### src/dbuf_pkg.sv
// constants and carrier types for the data buffer transfer block
`default_nettype none
package dbuf_pkg;

    // data memory nibbles of the buffer, bank 0, 0CH is the top group
    localparam logic [3:0] DM_BUF_FIRST   = 4'hC;
    localparam logic [3:0] DM_BUF_LAST    = 4'hF;

    // register file (control registers and port selection)
    localparam logic [6:0] RF_TABLE_WIDTH = 7'h07;
    localparam logic [6:0] RF_CTRL_LAST   = 7'h3F;
    localparam logic [6:0] RF_PORT0A_DIR  = 7'h6F;
    localparam int         TW_BYTE_BIT    = 0;

    // peripheral addresses
    localparam logic [6:0] PA_CONV_REF    = 7'h02;
    localparam logic [6:0] PA_SERIAL0     = 7'h03;
    localparam logic [6:0] PA_SERIAL1     = 7'h04;
    localparam logic [6:0] PA_T0_MOD      = 7'h1A;
    localparam logic [6:0] PA_T0_CNT      = 7'h1B;
    localparam logic [6:0] PA_T1_MOD      = 7'h1C;
    localparam logic [6:0] PA_T1_CNT      = 7'h1D;
    localparam logic [6:0] PA_T2_MOD      = 7'h1E;
    localparam logic [6:0] PA_T2_CNT      = 7'h1F;
    localparam logic [6:0] PA_TABLE_PTR   = 7'h40;
    localparam logic [6:0] PA_SAVE_STACK  = 7'h41;
    localparam logic [6:0] PA_SYNTH_DIV   = 7'h42;
    localparam logic [6:0] PA_IF_COUNT    = 7'h43;
    localparam logic [6:0] PA_PWM0        = 7'h44;
    localparam logic [6:0] PA_PWM1        = 7'h45;
    localparam logic [6:0] PA_PWM2        = 7'h46;
    localparam logic [6:0] PA_TIMER3_MOD  = PA_PWM2;

    // values after reset
    localparam logic [15:0] RST_CONV_REF  = 16'h0000;
    localparam logic [15:0] RST_SERIAL    = 16'h0000;
    localparam logic [15:0] RST_TMOD      = 16'h00FF;
    localparam logic [15:0] RST_PTR       = 16'h0000;
    localparam logic [15:0] RST_STACK     = 16'h0000;
    localparam logic [15:0] RST_SYNTH     = 16'h0000;
    localparam logic [15:0] RST_PWM       = 16'h01FF;
    localparam logic [3:0]  RST_PORT_DIR  = 4'h0;
    localparam logic        RST_WIDTH8    = 1'b0;
    localparam logic [15:0] RST_BUFFER    = 16'h0000;

    // value returned where the read is unspecified
    localparam logic [3:0]  UNDEF_NIB     = 4'h0;
    localparam logic [15:0] UNDEF_WORD    = 16'h0000;

    typedef enum logic [1:0] {
        ST_IDLE  = 2'b00,
        ST_FETCH = 2'b01
    } fetch_state_t;

    typedef struct packed {
        logic [7:0]  conv_ref;
        logic [7:0]  serial0;
        logic [7:0]  serial1;
        logic [7:0]  t0_mod;
        logic [7:0]  t1_mod;
        logic [7:0]  t2_mod;
        logic [15:0] table_pointer;
        logic [15:0] save_stack;
        logic [15:0] synth_div;
        logic [8:0]  pwm0;
        logic [8:0]  pwm1;
        logic [8:0]  pwm2;
    } periph_regs_t;

    typedef struct packed {
        logic [7:0]  t0;
        logic [7:0]  t1;
        logic [7:0]  t2;
        logic [15:0] if_count;
    } periph_counts_t;

    typedef struct packed {
        logic       valid;
        logic       write;
        logic [6:0] addr;
    } periph_req_t;

    typedef struct packed {
        logic       we;
        logic       re;
        logic       bank0;
        logic [3:0] addr;
        logic [3:0] wdata;
    } dm_req_t;

    typedef struct packed {
        logic       we;
        logic       re;
        logic [6:0] addr;
        logic [3:0] wdata;
    } rf_req_t;

endpackage
`default_nettype wire

### src/masked_reg.sv
// one peripheral register slot loaded from the low bits of the buffer
`timescale 1ns/1ps
`default_nettype none
module masked_reg
    import dbuf_pkg::*;
#(
    parameter int          W       = 8,
    parameter logic [15:0] RST_VAL = 16'h0000
)
(
    input  wire logic         mclk,
    input  wire logic         rst,
    input  wire logic         we,
    input  wire logic [15:0]  wdata,
    output logic      [W-1:0] q_ff
);

    typedef struct packed {
        logic [W-1:0] q;
    } slot_t;

    slot_t cur_ff;
    slot_t nxt_cur;

    if (W < 1 || W > 16)
    begin : g_bad_width
        $error("masked_reg width must be 1 to 16");
    end

    always_comb
    begin
        nxt_cur = cur_ff;
        if (we)
        begin
            // high buffer bits beyond the slot are dropped
            nxt_cur.q = wdata[W-1:0]; // RL20
        end
    end

    always_ff @(posedge mclk)
    begin
        if (rst)
        begin
            cur_ff.q <= RST_VAL[W-1:0];
        end
        else
        begin
            cur_ff <= nxt_cur;
        end
    end

    assign q_ff = cur_ff.q;

endmodule // masked_reg
`default_nettype wire

### src/data_buffer_peripheral_xfer.sv
// data buffer, table fetch and peripheral transfer logic
//
// Functional notes
// RL1 - port 0A direction bits: 0 input, 1 output
// RL2 - write-only control register reads are unspecified
// RL3 - writes to read-only registers change nothing
// RL4 - unassigned locations: unspecified read, ignored write
// RL5 - buffer is four bank 0 nibbles 0CH-0FH
// RL6 - nibble 0CH is the top, 0FH bottom
// RL7 - data memory accesses reach buffer nibbles directly
// RL8 - table fetch loads word at table pointer
// RL9 - fetch width follows width select register
// RL10 - byte fetch fills the two low groups
// RL11 - table fetch holds one stack level
// RL12 - table fetch reaches every program address
// RL13 - peripheral read copies register into buffer
// RL14 - peripheral write copies buffer into register
// RL15 - 02H, 03H, 04H are read/write
// RL16 - 1AH read/write, 1BH count read only
// RL17 - 1CH, 1EH read/write; 1DH, 1FH read only
// RL18 - 43H counter readable, write not supported
// RL19 - timer 3 modulo shares the third duty slot
// RL20 - excess high buffer bits ignored on write
`timescale 1ns/1ps
`default_nettype none
module data_buffer_peripheral_xfer
    import dbuf_pkg::*;
(
    input  wire logic           mclk,
    input  wire logic           rst,
    input  wire dm_req_t        dm_req,
    output logic [3:0]          dm_rdata,
    input  wire rf_req_t        rf_req,
    output logic [3:0]          rf_rdata,
    input  wire logic           tf_start,
    output logic                pm_req,
    output logic [15:0]         pm_addr,
    input  wire logic           pm_ack,
    input  wire logic [15:0]    pm_rdata,
    output logic                stack_hold,
    output logic                tf_done,
    input  wire periph_req_t    po_req,
    output logic                po_done,
    input  wire periph_counts_t counts,
    output periph_regs_t        regs,
    output logic [3:0]          port0a_dir,
    output logic [15:0]         xfer_buffer
);

    typedef struct packed {
        fetch_state_t fst;
        logic [15:0]  xbuf;
        logic [3:0]   dm_rdata;
        logic [3:0]   rf_rdata;
        logic         width8;
        logic [3:0]   port_dir;
        logic         pm_req;
        logic [15:0]  pm_addr;
        logic         stack_hold;
        logic         tf_done;
        logic         po_done;
    } state_t;

    state_t cur_ff;
    state_t nxt_cur;

    logic        dm_hit;
    logic [1:0]  dm_grp;
    logic        po_wr;
    logic        po_rd;
    logic        fetch_load;
    logic [15:0] po_rdata;
    logic        po_rhit;

    // group index: 0CH -> 3 (top), 0FH -> 0
    assign dm_hit = dm_req.bank0 && (dm_req.addr >= DM_BUF_FIRST); // RL5
    assign dm_grp = 2'(DM_BUF_LAST - dm_req.addr); // RL6
    assign po_wr  = po_req.valid && po_req.write;
    assign po_rd  = po_req.valid && !po_req.write;
    assign fetch_load = (cur_ff.fst == ST_FETCH) && pm_ack;

    // read side of the peripheral space, zero extended to 16 bits
    always_comb
    begin
        po_rhit  = 1'b1;
        po_rdata = UNDEF_WORD;
        case (po_req.addr)
            PA_CONV_REF:   po_rdata = {8'h00, regs.conv_ref}; // RL15
            PA_SERIAL0:    po_rdata = {8'h00, regs.serial0}; // RL15
            PA_SERIAL1:    po_rdata = {8'h00, regs.serial1}; // RL15
            PA_T0_MOD:     po_rdata = {8'h00, regs.t0_mod}; // RL16
            PA_T0_CNT:     po_rdata = {8'h00, counts.t0}; // RL16
            PA_T1_MOD:     po_rdata = {8'h00, regs.t1_mod}; // RL17
            PA_T1_CNT:     po_rdata = {8'h00, counts.t1}; // RL17
            PA_T2_MOD:     po_rdata = {8'h00, regs.t2_mod}; // RL17
            PA_T2_CNT:     po_rdata = {8'h00, counts.t2}; // RL17
            PA_TABLE_PTR:  po_rdata = regs.table_pointer;
            PA_SAVE_STACK: po_rdata = regs.save_stack;
            PA_SYNTH_DIV:  po_rdata = regs.synth_div;
            PA_IF_COUNT:   po_rdata = counts.if_count; // RL18
            PA_PWM0:       po_rdata = {7'h00, regs.pwm0};
            PA_PWM1:       po_rdata = {7'h00, regs.pwm1};
            PA_PWM2:       po_rdata = {7'h00, regs.pwm2}; // RL19
            default:
            begin
                // unused address: buffer is left alone
                po_rhit  = 1'b0; // RL4
                po_rdata = UNDEF_WORD;
            end
        endcase
    end

    always_comb
    begin
        nxt_cur            = cur_ff;
        nxt_cur.tf_done    = 1'b0;
        nxt_cur.po_done    = po_req.valid;
        nxt_cur.dm_rdata   = UNDEF_NIB;
        nxt_cur.rf_rdata   = UNDEF_NIB;

        // data memory path, lowest priority on the buffer
        if (dm_req.re && dm_hit)
        begin
            nxt_cur.dm_rdata = cur_ff.xbuf[4*dm_grp +: 4]; // RL7
        end
        if (dm_req.we && dm_hit)
        begin
            nxt_cur.xbuf[4*dm_grp +: 4] = dm_req.wdata; // RL7
        end

        // register file: only 07H and 6FH exist here
        if (rf_req.re)
        begin
            case (rf_req.addr)
                RF_TABLE_WIDTH: nxt_cur.rf_rdata = {3'b000, cur_ff.width8};
                RF_PORT0A_DIR:  nxt_cur.rf_rdata = cur_ff.port_dir; // RL1
                default:        nxt_cur.rf_rdata = UNDEF_NIB; // RL2 RL4
            endcase
        end
        if (rf_req.we)
        begin
            case (rf_req.addr)
                RF_TABLE_WIDTH:
                begin
                    nxt_cur.width8 = rf_req.wdata[TW_BYTE_BIT]; // RL9
                end
                RF_PORT0A_DIR:
                begin
                    nxt_cur.port_dir = rf_req.wdata; // RL1
                end
                default:
                begin
                    nxt_cur.width8 = cur_ff.width8; // RL3 RL4
                end
            endcase
        end

        // peripheral read overrides a same-cycle nibble write
        if (po_rd && po_rhit)
        begin
            nxt_cur.xbuf = po_rdata; // RL13
        end

        case (cur_ff.fst)
            ST_IDLE:
            begin
                if (tf_start)
                begin
                    nxt_cur.fst        = ST_FETCH;
                    nxt_cur.pm_req     = 1'b1;
                    nxt_cur.pm_addr    = regs.table_pointer; // RL12
                    nxt_cur.stack_hold = 1'b1; // RL11
                end
            end
            ST_FETCH:
            begin
                if (pm_ack)
                begin
                    nxt_cur.fst        = ST_IDLE;
                    nxt_cur.pm_req     = 1'b0;
                    nxt_cur.stack_hold = 1'b0;
                    nxt_cur.tf_done    = 1'b1;
                    if (cur_ff.width8)
                    begin
                        nxt_cur.xbuf[7:0] = pm_rdata[7:0]; // RL10
                    end
                    else
                    begin
                        nxt_cur.xbuf = pm_rdata; // RL8
                    end
                end
            end
            default:
            begin
                nxt_cur.fst        = ST_IDLE;
                nxt_cur.pm_req     = 1'b0;
                nxt_cur.stack_hold = 1'b0;
            end
        endcase
    end

    always_ff @(posedge mclk)
    begin
        if (rst)
        begin
            cur_ff.fst        <= ST_IDLE;
            cur_ff.xbuf       <= RST_BUFFER;
            cur_ff.dm_rdata   <= UNDEF_NIB;
            cur_ff.rf_rdata   <= UNDEF_NIB;
            cur_ff.width8     <= RST_WIDTH8;
            cur_ff.port_dir   <= RST_PORT_DIR;
            cur_ff.pm_req     <= 1'b0;
            cur_ff.pm_addr    <= RST_PTR;
            cur_ff.stack_hold <= 1'b0;
            cur_ff.tf_done    <= 1'b0;
            cur_ff.po_done    <= 1'b0;
        end
        else
        begin
            cur_ff <= nxt_cur;
        end
    end

    assign dm_rdata    = cur_ff.dm_rdata;
    assign rf_rdata    = cur_ff.rf_rdata;
    assign pm_req      = cur_ff.pm_req;
    assign pm_addr     = cur_ff.pm_addr;
    assign stack_hold  = cur_ff.stack_hold;
    assign tf_done     = cur_ff.tf_done;
    assign po_done     = cur_ff.po_done;
    assign port0a_dir  = cur_ff.port_dir;
    assign xfer_buffer = cur_ff.xbuf;

    // writable peripheral slots; counters and 43H have no slot at all
    masked_reg #(.W(8), .RST_VAL(RST_CONV_REF)) u_conv_ref (
        .mclk(mclk), .rst(rst), .wdata(cur_ff.xbuf),
        .we(po_wr && po_req.addr == PA_CONV_REF), // RL14 RL15
        .q_ff(regs.conv_ref));
    masked_reg #(.W(8), .RST_VAL(RST_SERIAL)) u_serial0 (
        .mclk(mclk), .rst(rst), .wdata(cur_ff.xbuf),
        .we(po_wr && po_req.addr == PA_SERIAL0), // RL15
        .q_ff(regs.serial0));
    masked_reg #(.W(8), .RST_VAL(RST_SERIAL)) u_serial1 (
        .mclk(mclk), .rst(rst), .wdata(cur_ff.xbuf),
        .we(po_wr && po_req.addr == PA_SERIAL1), // RL15
        .q_ff(regs.serial1));
    masked_reg #(.W(8), .RST_VAL(RST_TMOD)) u_t0_mod (
        .mclk(mclk), .rst(rst), .wdata(cur_ff.xbuf),
        .we(po_wr && po_req.addr == PA_T0_MOD), // RL16
        .q_ff(regs.t0_mod));
    masked_reg #(.W(8), .RST_VAL(RST_TMOD)) u_t1_mod (
        .mclk(mclk), .rst(rst), .wdata(cur_ff.xbuf),
        .we(po_wr && po_req.addr == PA_T1_MOD), // RL17
        .q_ff(regs.t1_mod));
    masked_reg #(.W(8), .RST_VAL(RST_TMOD)) u_t2_mod (
        .mclk(mclk), .rst(rst), .wdata(cur_ff.xbuf),
        .we(po_wr && po_req.addr == PA_T2_MOD), // RL17
        .q_ff(regs.t2_mod));
    masked_reg #(.W(16), .RST_VAL(RST_PTR)) u_table_pointer (
        .mclk(mclk), .rst(rst), .wdata(cur_ff.xbuf),
        .we(po_wr && po_req.addr == PA_TABLE_PTR),
        .q_ff(regs.table_pointer));
    masked_reg #(.W(16), .RST_VAL(RST_STACK)) u_save_stack (
        .mclk(mclk), .rst(rst), .wdata(cur_ff.xbuf),
        .we(po_wr && po_req.addr == PA_SAVE_STACK),
        .q_ff(regs.save_stack));
    masked_reg #(.W(16), .RST_VAL(RST_SYNTH)) u_synth_div (
        .mclk(mclk), .rst(rst), .wdata(cur_ff.xbuf),
        .we(po_wr && po_req.addr == PA_SYNTH_DIV),
        .q_ff(regs.synth_div));
    masked_reg #(.W(9), .RST_VAL(RST_PWM)) u_pwm0 (
        .mclk(mclk), .rst(rst), .wdata(cur_ff.xbuf),
        .we(po_wr && po_req.addr == PA_PWM0), // RL20
        .q_ff(regs.pwm0));
    masked_reg #(.W(9), .RST_VAL(RST_PWM)) u_pwm1 (
        .mclk(mclk), .rst(rst), .wdata(cur_ff.xbuf),
        .we(po_wr && po_req.addr == PA_PWM1),
        .q_ff(regs.pwm1));
    // timer 3 modulo is the low byte of this shared slot
    masked_reg #(.W(9), .RST_VAL(RST_PWM)) u_pwm2 (
        .mclk(mclk), .rst(rst), .wdata(cur_ff.xbuf),
        .we(po_wr && po_req.addr == PA_TIMER3_MOD), // RL19
        .q_ff(regs.pwm2));
endmodule // data_buffer_peripheral_xfer
`default_nettype wire

### config.mk
export PLATFORM = sky130hd
export DESIGN_NAME = data_buffer_peripheral_xfer
export DESIGN_NICKNAME = d
export VERILOG_FILES = /design/src/dbuf_pkg.sv /design/src/masked_reg.sv /design/src/data_buffer_peripheral_xfer.sv
export SDC_FILE = /design/constraint.sdc
export NUM_CORES = 1
export LEC_CHECK = 0
export CAP_MARGIN = 25
export CORE_MARGIN = 1.5
export CORE_UTILIZATION = 52
export DETAILED_ROUTE_END_ITERATION = 6
export DONT_BUFFER_PORTS = 1
export PLACE_DENSITY = 0.66
export SYNTH_ARGS = -nofsm -noshare
export SYNTH_HDL_FRONTEND = slang
export SYNTH_HIERARCHICAL = 1
export SYNTH_SLANG_ARGS = --single-unit
export TNS_END_PERCENT = 1
### constraint.sdc
create_clock -name mclk -period 6 [get_ports mclk]
set_input_delay 1.2 -clock mclk [delete_from_list [all_inputs] [get_ports mclk]]
set_output_delay 1.2 -clock mclk [all_outputs]
set_load 0.05 [all_outputs]
==> impl_metrics.ini, run 1 <==
[placement]
gp_routability_congestion = 1.031
numPortBuffers = 0
hpwl_mm = 21.34
dp_slack_ns = 2.621
dp_cells = 1064

[sta]
setup_viol = 0
setup_slack_ns = 3.018
hold_ws_ns = 0.5343
max_freq_ghz = 0.3353
drv_slew = 0
period_needed_ns = 2.982
period_share = 0.4970
slew_headroom = 0.3184
grt_setup_unrepaired = no
worstMarginPinSlew_ns = 1.021
skew_ns = 0.01207
finalHoldViolCount = 0
finalSetupTns_ns = 0

[yosys]
synth.cell_area_um2 = 8720
syn_area_per_cell_um2 = 9.336
yosysTopAreaCell = dfxtp_1
ys_types = 74
synth_flop_cell = dfxtp_1
synth.area.top_cells = dfxtp_1, mux2i_1, nor2_1
yosys_warnings = 6
async_flop_share = 0
seq_area_frac_synth = 0.3949
yosysTopAreaCellShare = 0.3949
syn_nets = 1032
yosys_register_bits = 172
postSynthCellCount = 934
synth_edf_count = 0

[clocking]
clk_pin_slew_ns = 0.07
cts_setup_buffers = 0
clk_path_buf_depth = 2
hold_buffers = 0
cts_made_buffers = 17
cts.sinks = 172
clock_latency_ns = 0.44
htreeDepth = 4
cts_root_buf = clkbuf_16
cts_resized = 0
cts_tree = yes

[route]
vias = 7114
vias_per_cell = 6.485
post_drt_wl_per_cell_um = 26.76
drt_wl_total_mm = 29.36
drtAntennaViolNets = 0
drt_iter0_markers = 767
drt-pass1-iter-count = 7
drc_errors = 0

[status]
run_status = completed

[floorplan]
die_x_um = 132.5
die-height_um = 132.5
pin_count = 264
start_util = 0.5296
dieArea_um2 = 17550
core_um2 = 16470
num_rows = 47

[power]
swShare = 0.2672
peakVddDrop_uv = 191.3
leakage_nw = 2.920
switchingPower_mw = 0.6555
p_comb_frac = 0.061
p_int_mw = 1.798
seq_power_share = 0.484
pwr_density_cell_nw_per_um2 = 271.3
pwr-share-clk = 0.455

[critical_path]
cp_max_fo = 33
start_kind = input port
timing.rr.end = xfer_buffer[0]$_SDFF_PP0_
path_buf_inv = 0
cp_data_required_time_ns = 6.33
end_kind = flop
max_stage_delay_ns = 0.83
r2r_start = u_conv_ref/q_ff[0]$_SDFFE_PP0P_
worstSetupStartpoint = po_req[2]
cp_slowest_cell = nor2_1
worstPathCellList = nor2b_1, nand2_1, nor2_1, and2b_1, a211o_1
crit_type = in -> reg
arrival_ns = 3.31
reg2reg_depth = 6
worstSetupPathDepth = 5
cp_top_family = simple AND/OR/NAND/NOR gates
crit_path_end = u_pwm2/q_ff[5]$_SDFFE_PP1P_
rrSetupSlack_ns = 3.70

[flow_run]
cap_violations = 0

[cells_and_area]
nets = 962
layout.cells.non_filler = 1097
antennaDiodeCount = 0
final_util = 0.5492
area_growth_pct = 3.716
drive_gt1_frac = 0.1220

[grt]
grt_max_degree = 156
grt_usage = 0.3311
antenna_found_initial = 1
grt-ovfl-total = 0
grt_pass1_wl_mm = 43.72
grt_pass1_vias = 6902

[worst_hold_path]
hold_class = reg -> reg
==> cells by family (layout without fill, tap and decap cells) <==
| logic type | after synthesis | count (layout) | share of synthesized area |
|---|---|---|---|
| AOI/OAI and AO/OA | 195 | 195 | 0.1703 |
| and+or+nand+nor | 342 | 342 | 0.1973 |
| DFF | 172 | 172 | 0.3949 |
| buffers and inverters | 115 | 58 | 0.08911 |
| muxes | 105 | 105 | 0.1412 |
| adders and majority gates | 5 | 5 | 0.007175 |
==> layout by cell type, fill, tap and decap left out, types with 3 or more instances in the layout <==
cell type | Yosys | layout
a211oi_1 | 3 | 3
nand2_1 | 84 | 84
inv_1 | 5 | 5
a22oi_1 | 17 | 17
nand3_1 | 24 | 24
and2b_1 | 13 | 13
clkinv_8 | 0 | 3
and3_1 | 9 | 9
nor3_1 | 13 | 12
nand4_1 | 12 | 12
a221o_1 | 4 | 4
o311ai_0 | 4 | 4
o22ai_1 | 4 | 4
nor4_2 | 0 | 3
o211ai_1 | 5 | 5
o32ai_1 | 3 | 3
nor3b_1 | 3 | 3
dfxtp_1 | 172 | 172
nand2b_1 | 3 | 3
o2bb2ai_1 | 4 | 4
a21oi_1 | 42 | 42
a32o_1 | 6 | 6
and2_1 | 3 | 3
a211o_1 | 33 | 33
a211o_2 | 18 | 18
nor2b_1 | 52 | 52
mux2i_1 | 87 | 87
a31oi_1 | 3 | 3
mux4_2 | 14 | 14
mux2_2 | 4 | 4
clkbuf_16 | 0 | 17
o21ai_0 | 19 | 19
a22o_1 | 4 | 4
a32oi_1 | 5 | 5
ha_1 | 5 | 5
buf_4 | 48 | 20
o21a_1 | 3 | 3
nor2_1 | 100 | 99
inv_6 | 0 | 5
==> state kept, by name, indices dropped and copies added, names as in the netlist, 9 cells and up <==
register              cells
u_table_pointer/q_ff     16
pm_addr                  16
u_pwm0/q_ff               9
u_save_stack/q_ff        16
u_synth_div/q_ff         16
u_pwm1/q_ff               9
u_pwm2/q_ff               9
xfer_buffer              16
==> area by class of cell <==
class | count | area [um^2]
Fill cell | 1550 | 7422
Timing Repair Buffer | 21 | 177.7
Multi-Input combinational cell | 647 | 4526
Clock buffer | 17 | 425.4
Inverter | 5 | 18.77
Sequential cell | 172 | 3443
Clock inverter | 15 | 177.7
Tap cell | 220 | 275.3
==> worst min-delay path by stage <==
| stage | depth (start not counted) | endpoint | slack, ns | from |
|---|---|---|---|---|
| after global placement | 1 | cur_ff[49]$_SDFFE_PP0P_ | 0.51 | cur_ff[49]$_SDFFE_PP0P_ |
| after CTS | 1 | cur_ff[49]$_SDFFE_PP0P_ | 0.54 | cur_ff[49]$_SDFFE_PP0P_ |
| after detailed placement | 1 | cur_ff[49]$_SDFFE_PP0P_ | 0.52 | cur_ff[49]$_SDFFE_PP0P_ |
| after global routing | 1 | cur_ff[49]$_SDFFE_PP0P_ | 0.57 | cur_ff[49]$_SDFFE_PP0P_ |
| after floorplan | 2 | pm_addr[0]$_SDFFE_PP0P_ | 0.44 | pm_addr[0]$_SDFFE_PP0P_ |
| final | 1 | cur_ff[49]$_SDFFE_PP0P_ | 0.53 | cur_ff[49]$_SDFFE_PP0P_ |
==> routing by layer <==
layer,global-route usage,vias up,routed length [um]
li1,-,3207,-
met4,0.1239,2,841
met3,0.1238,61,3121
met1,0.3935,3442,11290
met2,0.5471,402,14090
met5,0,-,13
==> Yosys cell counts, drive strengths merged, types with 14 or more instances <==
cell	number
nor2b	52
a21oi	42
buf	92
a211o	51
nor2	101
dfxtp	172
clkbuf	18
mux4	14
o21ai	20
mux2i	87
nand3	24
nor3	14
a22oi	17
nand2	85
==> through the flow <==
step | total power [mW] | cell area (um^2)
2_1_floorplan | 1.345 | 8720
3_3_place_gp | 1.358 | 8398
3_5_place_dp | 1.360 | 8433
4_1_cts | 2.466 | 9036
5_1_grt | 2.524 | 9044
6_report | 2.453 | 9044
==> power by group through the flow <==
stage               clock (mW)  sequential, mW  combinational (mW)
CTS                       1.13            1.19               0.147
global route              1.18            1.19               0.158
global placement             0            1.21               0.145
detailed placement           0            1.21               0.146
floorplan                    0            1.20               0.147
finish                    1.12            1.19               0.150
(Power assumes the default switching activity.)
==> run 2: changes to the inputs <==
--- a/config.mk
+++ b/config.mk
@@ -10,7 +10,7 @@
 export CORE_UTILIZATION = 52
 export DETAILED_ROUTE_END_ITERATION = 6
 export DONT_BUFFER_PORTS = 1
-export PLACE_DENSITY = 0.66
+export PLACE_DENSITY = 0.69
 export SYNTH_ARGS = -nofsm -noshare
 export SYNTH_HDL_FRONTEND = slang
 export SYNTH_HIERARCHICAL = 1
==> constraint.sdc (replaced) <==
create_clock -name mclk -period 2.5 [get_ports mclk]
set_input_delay 0.5 -clock mclk [delete_from_list [all_inputs] [get_ports mclk]]
set_output_delay 0.5 -clock mclk [all_outputs]
set_load 0.05 [all_outputs]
==> impl_metrics.ini, run 2 (same netlist as run 1, synthesis figures left out) <==
[status]
run_status = completed

[sta]
period_share = 0.7742
grt_setup_unrepaired = no
drv_slew = 0
finalHoldViolCount = 0
skew_ns = 0.005788
slew_headroom = 0.3570
setup_slack_ns = 0.5646
period_needed_ns = 1.935
hold_ws_ns = 0.1692
worstMarginPinSlew_ns = 0.9631
max_freq_ghz = 0.5167
setup_viol = 0

[clocking]
cts_tree = yes
cts_root_buf = clkbuf_16
cts.sinks = 172
cts_setup_buffers = 0
clk_path_buf_depth = 2
cts_made_buffers = 17
clk_pin_slew_ns = 0.07
htreeDepth = 4
clock_latency_ns = 0.43
cts_resized = 0
hold_buffers = 0

[placement]
dpl_cell_area_um2 = 8866
numPortBuffers = 0
hpwl_mm = 21.14
gp_routability_congestion = 1.028
dp_slack_ns = 0.1571

[critical_path]
crit_type = in -> reg
start_kind = input port
worstPathCellList = nor2b_1, a22oi_1, o32ai_1, a2111oi_0, buf_4, nand4_1, a32o_1
max_stage_delay_ns = 0.61
cp_max_fo = 33
arrival_ns = 2.30
cp_top_family = compound AO/OA/AOI/OAI gates
end_kind = flop
cp_slowest_cell = nor2b_1
cp_data_required_time_ns = 2.87
path_buf_inv = 1

[grt]
grt_usage = 0.3269
grt_max_degree = 156
antenna_found_initial = 2
grt-ovfl-total = 0
grt_pass1_wl_mm = 43.14
grt_pass1_vias = 6868

[worst_hold_path]
hold_class = in -> reg

[route]
drt_iter0_markers = 647
drtAntennaViolNets = 0
drt-pass1-iter-count = 5
drt_wl_total_mm = 29.07
post_drt_wl_per_cell_um = 25.17
vias_per_cell = 6.169
vias = 7125
drc_errors = 0

[power]
swShare = 0.2527
leakage_nw = 3.212
pwr-share-clk = 0.456
peakVddDrop_uv = 479.6
pwr_density_cell_nw_per_um2 = 625.6
power_mw = 5.923
p_comb_frac = 0.062
seq_power_share = 0.482
switchingPower_mw = 1.497
p_int_mw = 4.426

[floorplan]
die_x_um = 132.5
die-height_um = 132.5
num_rows = 47
dieArea_um2 = 17550
pin_count = 264
core_um2 = 16470
start_util = 0.5296

[cells_and_area]
nets = 1018
final_cell_mix = dfxtp_1, nor2_1, mux2i_1
area_growth_pct = 8.567
drive_gt1_frac = 0.1736
final_cell_area_um2 = 9467
num-fill-cells = 1490
final_common_cell = dfxtp_1

[flow_run]
cap_violations = 0
[run 2: final timing paths]
| kind | startpoint | end | slack (ns) | depth (start not counted) |
|---|---|---|---|---|
| worst min-delay path | rst | po_done$_SDFF_PP0_ | 0.17 | 1 |
| worst max-delay path | po_req[2] | xfer_buffer[6]$_SDFF_PP0_ | 0.56 | 7 |
| worst max register to register | u_t1_mod/q_ff[2]$_SDFFE_PP1P_ | xfer_buffer[2]$_SDFF_PP0_ | 0.59 | 5 |
| worst min register to register | cur_ff[49]$_SDFFE_PP0P_ | cur_ff[49]$_SDFFE_PP0P_ | 0.54 | 1 |
[run 2: worst register-to-register path: stages, from the launching register on]
cell and delay (ns):
dfxtp_1 0.68, mux4_2 0.34, a22oi_1 0.10, o22ai_1 0.31, nor2_1 0.13, a311oi_2 0.26
[run 2: layout make-up]
class | count | area, um^2 | area share
multi-input combinational | 647 | 4526 | 0.4781
sequential | 172 | 3443 | 0.3637
timing repair buffer | 77 | 603.1 | 0.06371
clock buffer | 19 | 442.9 | 0.04679
tap | 220 | 275.3 | 0.02908
clock inverter | 13 | 152.6 | 0.01612
inverter | 5 | 18.77 | 0.001983
antenna | 2 | 5.005 | 0.0005287
[run 2: per-layer routing]
metal / vias to the layer above / routed length [um] / global-route usage
li1: 3313 / - / -
met1: 3370 / 11290 / 0.3942
met2: 382 / 13670 / 0.5256
met3: 60 / 3120 / 0.1176
met4: 0 / 999 / 0.1453
met5: - / 0 / 0
[run 2: stage by stage]
stage | TNS [ns] | util | cells
2_1_floorplan | -0.5859 | - | 934
3_3_place_gp | 0 | 0.5385 | 1121
3_5_place_dp | 0 | 0.5385 | 1121
4_1_cts | 0 | 0.5746 | 1153
5_1_grt | 0 | 0.5748 | 1154
6_report | 0 | 0.5749 | 1155
[run 2: power by group through the flow]
| stage | clock, mW | sequential (mW) | combinational [mW] |
|---|---|---|---|
| after global placement | 0 | 2.92 | 0.357 |
| after floorplan | 0 | 2.88 | 0.352 |
| after detailed placement | 0 | 2.92 | 0.357 |
| after global routing | 2.86 | 2.86 | 0.388 |
| after CTS | 2.75 | 2.86 | 0.359 |
| final | 2.70 | 2.86 | 0.365 |
